--- config.mk ---
export PLATFORM = sky130hd
export DESIGN_NAME = salal_lobby
export DESIGN_NICKNAME = d
export VERILOG_FILES = /design/src/hdl/salal_pkg.sv /design/src/hdl/salal_sync.sv /design/src/hdl/salal_cfg_check.sv /design/src/hdl/salal_lobby.sv
export SDC_FILE = /design/constraint.sdc
export NUM_CORES = 1
export LEC_CHECK = 0
export ABC_AREA = 1
export ABC_CLOCK_PERIOD_IN_PS = 2460
export BUFFER_PORTS_ARGS = -buffer_cell sky130_fd_sc_hd__buf_2
export CAP_MARGIN = 20
export CORE_MARGIN = 4
export CORE_UTILIZATION = 49
export DETAILED_ROUTE_END_ITERATION = 16
export PLACE_DENSITY = 0.84
export RECOVER_POWER = 25
export SKIP_CTS_REPAIR_TIMING = 1
export SLEW_MARGIN = 25
export SYNTH_ARGS = -nofsm -noshare
export SYNTH_HDL_FRONTEND = slang
export SYNTH_SLANG_ARGS = --single-unit
--- constraint.sdc ---
create_clock -name mclk -period 2.46 [get_ports mclk]
set_clock_uncertainty 0.05 [all_clocks]
set_input_delay 0.246 -clock mclk [delete_from_list [all_inputs] [get_ports mclk]]
set_output_delay 0.246 -clock mclk [all_outputs]
set_load 0.01 [all_outputs]
--- src/hdl/salal_pkg.sv ---
// Package: constants for the shared lobby arming coordinator
package salal_pkg;

    localparam int          PART_NUM      = 2;
    localparam int          PART_IDX_W    = 1;
    localparam int          SRC_W         = 3;
    localparam int          OP_W          = 2;

    // Request sources
    localparam logic [2:0]  SRC_KEYPAD    = 3'h0;
    localparam logic [2:0]  SRC_GLOBAL    = 3'h1;
    localparam logic [2:0]  SRC_QUICK     = 3'h2;
    localparam logic [2:0]  SRC_KEYSW     = 3'h3;
    localparam logic [2:0]  SRC_WLBTN     = 3'h4;
    localparam logic [2:0]  SRC_WLKPD     = 3'h5;
    localparam logic [2:0]  SRC_REMOTE    = 3'h6;
    localparam logic [2:0]  SRC_SCHED     = 3'h7;

    // Request operations
    localparam logic [1:0]  OP_ARM        = 2'h1;
    localparam logic [1:0]  OP_DISARM     = 2'h2;
    localparam logic [1:0]  OP_ARM_ALL    = 2'h3;

    localparam logic [1:0]  PART_ALL_ZERO = 2'h0;
    localparam logic [1:0]  PART_ALL_ONE  = 2'h3;
    localparam logic [0:0]  LOBBY_RST     = 1'h1;

endpackage : salal_pkg

--- src/hdl/salal_sync.sv ---
// Three-stage input synchroniser with agreement filter
`timescale 1ns/1ps
module salal_sync #(
    parameter int WIDTH = 2
) (
    input  wire logic             mclk,
    input  wire logic             rst,
    input  wire logic [WIDTH-1:0] asyncIn,
    output logic      [WIDTH-1:0] syncOut
);
    typedef struct packed {
        logic [WIDTH-1:0] s1;
        logic [WIDTH-1:0] s2;
        logic [WIDTH-1:0] s3;
        logic [WIDTH-1:0] q;
    } salal_sync_type;

    salal_sync_type st_r;
    salal_sync_type st_nxt;

    always_comb
    begin
        st_nxt    = st_r;
        st_nxt.s1 = asyncIn;
        st_nxt.s2 = st_r.s1;
        st_nxt.s3 = st_r.s2;
        // Only the agreeing later stages decide; first stage is left alone
        for (int i = 0; i < WIDTH; i++)
        begin
            if (st_r.s2[i] == st_r.s3[i])
            begin
                st_nxt.q[i] = st_r.s3[i];
            end
        end
    end

    always_ff @(posedge mclk)
    begin
        if (rst)
        begin
            st_r <= '0;
        end
        else
        begin
            st_r <= st_nxt;
        end
    end

    assign syncOut = st_r.q;
endmodule : salal_sync

--- src/hdl/salal_cfg_check.sv ---
// Configuration validator for per-partition lobby flags
`timescale 1ns/1ps
module salal_cfg_check #(
    parameter int PARTS = 2
) (
    input  wire logic [PARTS-1:0] couplesReq,
    input  wire logic [PARTS-1:0] armsReq,
    output logic      [PARTS-1:0] armsOk,
    output logic                  cfgBad
);
    // Arming flag without coupling flag is an illegal entry
    genvar g;
    generate
        for (g = 0; g < PARTS; g++)
        begin : gChk
            assign armsOk[g] = armsReq[g] & couplesReq[g];
        end
    endgenerate

    assign cfgBad = |(armsReq & ~couplesReq);
endmodule : salal_cfg_check

--- src/hdl/salal_lobby.sv ---
// Shared lobby arming coordinator top level
//
// Contract
// - One partition is designated the lobby
// - First coupled disarm also disarms lobby
// - Refuse lobby arm while coupled disarmed
// - Coupled-only last arm: no auto attempt
// - Lobby-arming partition armed: attempt lobby arm
// - Attempt fails on lobby fault or disarm
// - Reject lobby-arming flag without coupling flag
// - Global code suppresses automatic lobby following
// - Global arm-all still refuses, raises failure
// - Non-global code follows flags normally
// - Quick, keyswitch, wireless keep following active
// - Remote session commands never make lobby follow
// - Scheduled commands never make lobby follow
// - Cross-partition logon only when target enabled
`timescale 1ns/1ps
module salal_lobby
    import salal_pkg::*;
#(
    parameter int PARTS = salal_pkg::PART_NUM
) (
    input  wire logic                          mclk,
    input  wire logic                          rst,
    // Installer configuration
    input  wire logic [salal_pkg::PART_IDX_W-1:0] lobbyPartSel,
    input  wire logic [PARTS-1:0]              couplesLobbyCfg,
    input  wire logic [PARTS-1:0]              armsLobbyCfg,
    input  wire logic [PARTS-1:0]              cross_partition_logon_enable,
    // Arm and disarm request, one-cycle strobe
    input  wire logic                          reqValid,
    input  wire logic [salal_pkg::OP_W-1:0]    reqOp,
    input  wire logic [salal_pkg::SRC_W-1:0]   reqSrc,
    input  wire logic [PARTS-1:0]              reqParts,
    // Keypad logon request, one-cycle strobe
    input  wire logic                          logonValid,
    input  wire logic [salal_pkg::PART_IDX_W-1:0] logonTarget,
    input  wire logic                          logonMultiAccess,
    // Zone fault levels, asynchronous
    input  wire logic [PARTS-1:0]              partFaultAsync,
    // Status
    output logic      [PARTS-1:0]              armedState,
    output logic                               lobby_arm_failed_indication,
    output logic                               cfgRejected,
    output logic                               logonGranted,
    output logic                               logonDenied,
    output logic                               reqDone
);
    import salal_pkg::*;

    // ------------------------------------------------------------
    // State
    // ------------------------------------------------------------
    typedef struct packed {
        logic [PARTS-1:0] armed;
        logic             failInd;
        logic             cfgRej;
        logic             logonOk;
        logic             logonNo;
        logic             done;
    } salal_state_type;

    salal_state_type st_r;
    salal_state_type st_nxt;

    logic [PARTS-1:0] faultSync;
    logic [PARTS-1:0] armsOk;
    logic             cfgBad;

    // ------------------------------------------------------------
    // Submodules
    // ------------------------------------------------------------
    salal_sync #(
        .WIDTH (PARTS)
    ) uSync (
        .mclk    (mclk),
        .rst     (rst),
        .asyncIn (partFaultAsync),
        .syncOut (faultSync)
    );

    salal_cfg_check #(
        .PARTS (PARTS)
    ) uCfg (
        .couplesReq (couplesLobbyCfg),
        .armsReq    (armsLobbyCfg),
        .armsOk     (armsOk),
        .cfgBad     (cfgBad)
    );

    // ------------------------------------------------------------
    // Decision logic
    // ------------------------------------------------------------
    always_comb
    begin
        logic [PARTS-1:0] lobbyMask;
        logic [PARTS-1:0] coupled;
        logic [PARTS-1:0] armTgt;
        logic [PARTS-1:0] disTgt;
        logic [PARTS-1:0] armedAfter;
        logic             follow;
        logic             lobbyArmReq;
        logic             autoTry;
        logic             lobbyBlocked;
        logic             anyCoupledDisarmedBefore;
        logic             disarmsCoupled;

        lobbyMask   = '0;
        lobbyMask[lobbyPartSel] = 1'b1;
        // Lobby never couples to itself
        coupled     = couplesLobbyCfg & ~lobbyMask;
        armTgt      = '0;
        disTgt      = '0;
        armedAfter  = st_r.armed;
        lobbyArmReq = 1'b0;
        autoTry     = 1'b0;
        disarmsCoupled = 1'b0;
        lobbyBlocked   = 1'b0;
        anyCoupledDisarmedBefore = |(coupled & ~st_r.armed);

        st_nxt         = st_r;
        st_nxt.done    = 1'b0;
        st_nxt.logonOk = 1'b0;
        st_nxt.logonNo = 1'b0;
        st_nxt.cfgRej  = cfgBad;

        // Remote, scheduled and global operations do not follow
        follow = (reqSrc != SRC_REMOTE) && (reqSrc != SRC_SCHED)
                 && (reqSrc != SRC_GLOBAL);

        if (reqValid)
        begin
            st_nxt.done = 1'b1;
            unique case (reqOp)
                OP_ARM, OP_ARM_ALL:
                begin
                    armTgt      = reqParts & ~lobbyMask;
                    lobbyArmReq = |(reqParts & lobbyMask);
                end
                OP_DISARM:
                begin
                    disTgt = reqParts;
                end
                default:
                begin
                end
            endcase
            armedAfter = (st_r.armed | armTgt) & ~disTgt;

            // First coupled disarm drops the lobby too
            disarmsCoupled = |(disTgt & coupled & st_r.armed);
            if (follow && disarmsCoupled && !anyCoupledDisarmedBefore)
            begin
                armedAfter = armedAfter & ~lobbyMask;
            end

            // Auto attempt only from a newly armed lobby-arming partition
            autoTry = follow && |(armTgt & armsOk & ~st_r.armed);

            lobbyBlocked = |(coupled & ~armedAfter) || |(faultSync & lobbyMask);
            if (lobbyArmReq || autoTry)
            begin
                if (lobbyBlocked)
                begin
                    st_nxt.failInd = 1'b1;
                end
                else
                begin
                    armedAfter     = armedAfter | lobbyMask;
                    st_nxt.failInd = 1'b0;
                end
            end
            st_nxt.armed = armedAfter;
        end

        if (logonValid)
        begin
            if (logonMultiAccess && cross_partition_logon_enable[logonTarget])
            begin
                st_nxt.logonOk = 1'b1;
            end
            else
            begin
                st_nxt.logonNo = 1'b1;
            end
        end
    end

    // ------------------------------------------------------------
    // Registers
    // ------------------------------------------------------------
    always_ff @(posedge mclk)
    begin
        if (rst)
        begin
            st_r <= '0;
        end
        else
        begin
            st_r <= st_nxt;
        end
    end

    assign armedState                  = st_r.armed;
    assign lobby_arm_failed_indication = st_r.failInd;
    assign cfgRejected                 = st_r.cfgRej;
    assign logonGranted                = st_r.logonOk;
    assign logonDenied                 = st_r.logonNo;
    assign reqDone                     = st_r.done;
endmodule : salal_lobby

==> results of run 1 <==
==> final cells by class <==
cell class	instances	area, sq um
Sequential cell	15	300
Timing Repair Buffer	28	139
Clock inverter	1	5.00
Clock buffer	3	22.5
Inverter	25	93.8
Multi-Input combinational cell	72	317
Tap cell	15	18.8
Fill cell	129	438
==> flip-flops by register name (all words and copies together) (netlist names) <==
name / cells
uSync.st_nxt: 4
armedState: 2
uSync.st_r: 2
uSync.syncOut: 2
cfgRejected: 1
lobby_arm_failed_indication: 1
logonDenied: 1
logonGranted: 1
reqDone: 1
==> synth_stat cells <==
master,number
nand2_2,2
nand4_1,2
nand2_1,22
nor3_1,1
o21ai_0,6
nor2_2,1
nand3_1,8
dfxtp_1,15
a21oi_1,7
buf_4,1
inv_2,1
nor2_1,21
a211oi_1,1
inv_1,24
o22ai_1,1
==> routing by layer <==
metal	up-vias	share of wire (%)	global-route usage (%)
met5	-	0	0
met4	0	1.3	8.52
met3	4	5.6	5.86
met2	24	49	29.7
met1	329	44	19.3
li1	406	-	-
==> report_power, final <==
part,switching (mW),internal [mW],total [mW]
sequential,0.00481,0.254,0.259
clock,0.0777,0.0605,0.138
combinational,0.0521,0.0349,0.0870
total,0.135,0.349,0.484
==> how the worst max path moves through the flow <==
stage / from / end / slack (ns)
CTS: armedState[0]$_SDFFE_PP0P_ / armedState[0]$_SDFFE_PP0P_ / 1.26
finish: armedState[0]$_SDFFE_PP0P_ / armedState[0]$_SDFFE_PP0P_ / 1.28
global route: armedState[0]$_SDFFE_PP0P_ / armedState[0]$_SDFFE_PP0P_ / 1.13
floorplan: armedState[0]$_SDFFE_PP0P_ / lobby_arm_failed_indication$_SDFFE_PP0P_ / 1.38
detailed placement: lobbyPartSel / armedState[0]$_SDFFE_PP0P_ / 1.16
global placement: lobbyPartSel / lobby_arm_failed_indication$_SDFFE_PP0P_ / 1.22
==> cells by family (layout without fill, tap and decap cells) <==
logic type,after synthesis,count (layout)
AO/OA/AOI/OAI,15,15
AND/OR/NAND/NOR,57,57
buffers and inverters,26,57
flip-flops,15,15
==> worst min-delay path, stage by stage <==
cell,delay [ns]
buf_2,0.09
inv_1,0.04
nor2_1,0.03
==> per-stage QoR <==
stage,instances,setup slack (ns)
after floorplan,113,1.38
after global placement,155,1.22
after detailed placement,155,1.16
after CTS,159,1.26
after global routing,159,1.13
final,159,1.28
==> flow_metrics.py, run 1 <==
metrics = {
    "status": {
        "status": "finished, final reports clean",
    },
    "layout": {
        "layout_common_cells": "buf_2 (27), inv_1 (24), nand2_1 (22), nor2_1 (21), dfxtp_1 (15)",
        "final_common_cell": "buf_2",
        "n_antenna_cell": 0,
        "drive_above_1_share_pct": 24.3,
        "nets": 167,
        "finish.instance_area_sq_um": 896,
        "fin_util_pct": 67.2,
        "syn2layout_area_growth_pct": 24.7,
    },
    "yosys": {
        "yosysTopAreaCell": "dfxtp_1",
        "seq_area_frac_synth_pct": 41.8,
        "syn_nets": 135,
        "synth_compound_area_share_pct": 11.0,
        "synth_xor_area_share_pct": 0,
        "synthAdderAreaFrac_pct": 0,
        "post_synth_num_cell_types": 15,
        "syn_avg_cell_area_sq_um": 6.36,
        "ys_ff_latch": 15,
        "netlist_area_sq_um": 718,
        "synth_simple_gate_area_share_pct": 33.1,
        "synthMuxAreaShare_pct": 0,
        "yosysWarnings": 0,
        "synth_top_family_by_area": "simple AND/OR/NAND/NOR gates",
        "synthCells": 113,
        "netlist_top_cells_area": "dfxtp_1 (42%), inv_1 (13%), nand2_1 (11%)",
        "synth.top_cell.area_share_pct": 41.8,
    },
    "grt": {
        "grt_pass1_wl_mm": 2.59,
        "first_global_vias": 652,
        "antenna_found_initial": 0,
        "grt_overflow": 0,
        "grt_max_degree": 11,
        "track_usage_pct": 17.5,
    },
    "setup_path": {
        "start_kind": "flip-flop",
        "crit_path_end_kind": "flip-flop",
        "crit_top_cell": "nand2_1",
        "r2r_start": "armedState[0]$_SDFFE_PP0P_",
        "r2r_end": "armedState[0]$_SDFFE_PP0P_",
        "path_depth": 8,
        "worstRegToRegCells": 8,
        "r2r_setup_slack_ns": 1.28,
        "crit_fanout": 3,
        "cp_cell_sequence": "inv_1, nand2_1, nand2_1, nand2_1, nand2_1, nor2_2, nand3_1, a21oi_1",
        "cp.required_ns": 2.62,
        "slowest_delay_ns": 0.36,
        "cp_slowest_cell": "dfxtp_1",
        "critical_path_class": "flip-flop to flip-flop",
        "crit_family": "simple AND/OR/NAND/NOR gates",
        "cp.arrival_ns": 1.35,
        "cp_num_buf_inv": 1,
    },
    "clock_network": {
        "h-tree-depth": 1,
        "cts_sinks": 15,
        "insertion_delay_ns": 0.28,
        "clockBufferDepth": 2,
        "cts_buffers": 3,
        "path_clk_slew_ns": 0.09,
        "cts_tree": "done",
        "clock-root-buffer": "clkbuf_4",
    },
    "floorplan": {
        "start_util_pct": 53.8,
        "design.core.area_sq_um": 1330,
        "die_area_sq_um": 2140,
        "io_pins": 29,
        "die_h_microns": 46.3,
        "die_x_microns": 46.3,
        "core.rowCount": 13,
    },
    "power_and_ir_drop": {
        "finalPower_uw": 484,
        "powerDensity_nw_per_um2": 540,
        "ir_drop_v": 0.000395,
        "p_leak_nw": 0.511,
    },
    "job": {
        "cap_violations": 0,
    },
    "sta": {
        "fmax_mhz": 845,
        "finalSetupTns_ns": 0,
        "min_period_over_period_pct": 48.1,
        "slew_viol_final": 0,
        "hold_violations": 0,
        "max_slew_margin_pct": 71.4,
        "rsz0062_at_grt": "false",
        "layout_min_cycle_time_ns": 1.18,
        "tightestPinTransition_ns": 0.429,
        "whs_ns": 0.111,
        "finalSetupViolations": 0,
    },
    "place": {
        "dpl.hpwl_mm": 1.31,
        "gp_congestion": 0.811,
        "io_buffers": 28,
        "postPlaceCellArea_sq_um": 870,
    },
    "min_path": {
        "min_path_cells": 3,
        "hold_start": "partFaultAsync[1]",
        "hold_path_class": "input port to flip-flop",
        "hold_end": "uSync.st_nxt[5]$_SDFF_PP0_",
    },
    "detailed_routing": {
        "drtPass1Iterations": 4,
        "wl_per_cell_microns": 10.5,
        "ant_nets": 0,
        "vias": 763,
        "drc": 0,
        "drt-initial-drc-count": 13,
        "routed_wl_mm": 1.67,
        "viasPerCell": 4.80,
    },
}
No activity file was read; power rests on OpenSTA's default activity.
==> inputs of run 2 (changes only) <==
ABC_CLOCK_PERIOD_IN_PS = 1200   (was 2460)
CORE_UTILIZATION = 45   (was 49)
PLACE_DENSITY = 0.78   (was 0.84)
clock period = 1.2 ns   (was 2.46 ns; I/O delays follow)
==> flow_metrics.py, run 2 (synthesis gave the netlist of run 1 again) <==
metrics = {
    "setup_path": {
        "start_kind": "flip-flop",
        "crit_path_end_kind": "flip-flop",
        "cp.arrival_ns": 1.31,
        "crit_fanout": 3,
        "critical_path_class": "flip-flop to flip-flop",
        "worstRegToRegCells": 8,
        "cp.required_ns": 1.36,
    },
    "clock_network": {
        "insertion_delay_ns": 0.28,
        "cts_buffers": 3,
        "path_clk_slew_ns": 0.09,
        "cts_tree": "done",
        "cts_sinks": 15,
        "clockBufferDepth": 2,
        "h-tree-depth": 1,
        "clock-root-buffer": "clkbuf_4",
    },
    "sta": {
        "max_slew_margin_pct": 73.6,
        "layout_setup_ws_ns": 0.0500,
        "min_period_over_period_pct": 95.8,
        "slew_viol_final": 0,
        "finalSetupTns_ns": 0,
        "tightestPinTransition_ns": 0.396,
        "rsz0062_at_grt": "false",
        "finalSetupViolations": 0,
        "layout_min_cycle_time_ns": 1.15,
        "hold_violations": 0,
        "fmax_mhz": 870,
        "whs_ns": 0.0495,
    },
    "detailed_routing": {
        "drtPass1Iterations": 4,
        "routed_wl_mm": 1.65,
        "wl_per_cell_microns": 10.1,
        "ant_nets": 0,
        "viasPerCell": 4.86,
        "drc": 0,
        "drt-initial-drc-count": 30,
        "vias": 797,
    },
    "power_and_ir_drop": {
        "p_leak_nw": 0.526,
        "ir_drop_v": 0.000576,
        "powerDensity_nw_per_um2": 1070,
    },
    "layout": {
        "nets": 171,
        "largest_reg_flops": 4,
        "layout_common_cells": "buf_2 (27), inv_1 (22), nand2_1 (22), nor2_1 (21), dfxtp_1 (13)",
        "syn2layout_area_growth_pct": 30.0,
        "final_cells": 164,
        "n_antenna_cell": 0,
        "drive_above_1_share_pct": 27.0,
        "final_common_cell": "buf_2",
    },
    "grt": {
        "grt_max_degree": 11,
        "grt_overflow": 0,
        "antenna_found_initial": 0,
        "track_usage_pct": 15.1,
        "first_global_vias": 679,
        "grt_pass1_wl_mm": 2.48,
    },
    "job": {
        "cap_violations": 0,
    },
    "floorplan": {
        "design.core.area_sq_um": 1510,
        "die_area_sq_um": 2300,
        "die_h_microns": 48.0,
        "core.rowCount": 14,
        "io_pins": 29,
        "die_x_microns": 48.0,
        "start_util_pct": 47.7,
    },
    "min_path": {
        "min_path_cells": 3,
        "hold_path_class": "input port to flip-flop",
    },
    "place": {
        "dpl.hpwl_mm": 1.28,
        "io_buffers": 28,
        "place_inst": 156,
        "gp_congestion": 0.894,
        "pre_cts_slack_ns": 0.0110,
    },
    "status": {
        "status": "finished, final reports clean",
    },
}
[run 2: changes by cell type in the layout (fill, tap and decap cells not counted), sizes merged]
cell         before  now
clkbuf            4    5
dlygate4sd3       0    2
clkinv            1    0
buf              27   29
[run 2: path summary, 6_finish.rpt]
| kind | start | slack (ns) | endpoint |
|---|---|---|---|
| min | logonValid | 0.05 | logonDenied$_SDFF_PP0_ |
| max | armedState[0]$_SDFFE_PP0P_ | 0.05 | armedState[0]$_SDFFE_PP0P_ |
| max reg2reg | armedState[0]$_SDFFE_PP0P_ | 0.05 | armedState[0]$_SDFFE_PP0P_ |
| min reg2reg | uSync.st_nxt[5]$_SDFF_PP0_ | 0.35 | uSync.st_nxt[3]$_SDFF_PP0_ |
[run 2: worst max-delay path: stages (launching register included)]
cell and delay [ns]:
dfxtp_2 0.34, inv_2 0.05, nand2_1 0.06, nand2_1 0.08, nand2_1 0.08, nand2_1 0.06
nor2_2 0.12, nand3_1 0.09, a21oi_1 0.15
[run 2: metrics by stage]
stage / utilization [%] / total power [mW] / area [sq um]
final: 62.0 / 1.00 / 933
after global routing: 62.0 / 1.07 / 933
after CTS: 59.6 / 1.00 / 897
after detailed placement: 57.8 / 0.718 / 871
after global placement: 57.8 / 0.712 / 871
after floorplan: - / 0.642 / 718
[run 2: where the power goes]
part | internal (mW) | leakage, nW | switching [mW] | total [mW]
clock | 0.129 | 0.0150 | 0.148 | 0.277
combinational | 0.0833 | 0.387 | 0.109 | 0.192
sequential | 0.521 | 0.124 | 0.00917 | 0.530
[run 2: final cells by class]
class	instances	area, sq um
Inverter	25	93.8
Sequential cell	15	303
Tap cell	16	20.0
Clock buffer	4	26.3
Multi-Input combinational cell	72	317
Timing Repair Buffer	32	174
Fill cell	162	573
[run 2: metal layers]
layer | vias to the layer above | wire (microns) | GRT usage [%] | share of wire (%)
met4 | 0 | 18 | 7.53 | 1.1
met1 | 353 | 645 | 16.6 | 39
li1 | 416 | - | - | -
met2 | 24 | 876 | 26.4 | 53
met3 | 4 | 110 | 4.14 | 6.7
met5 | - | 0 | 0 | 0
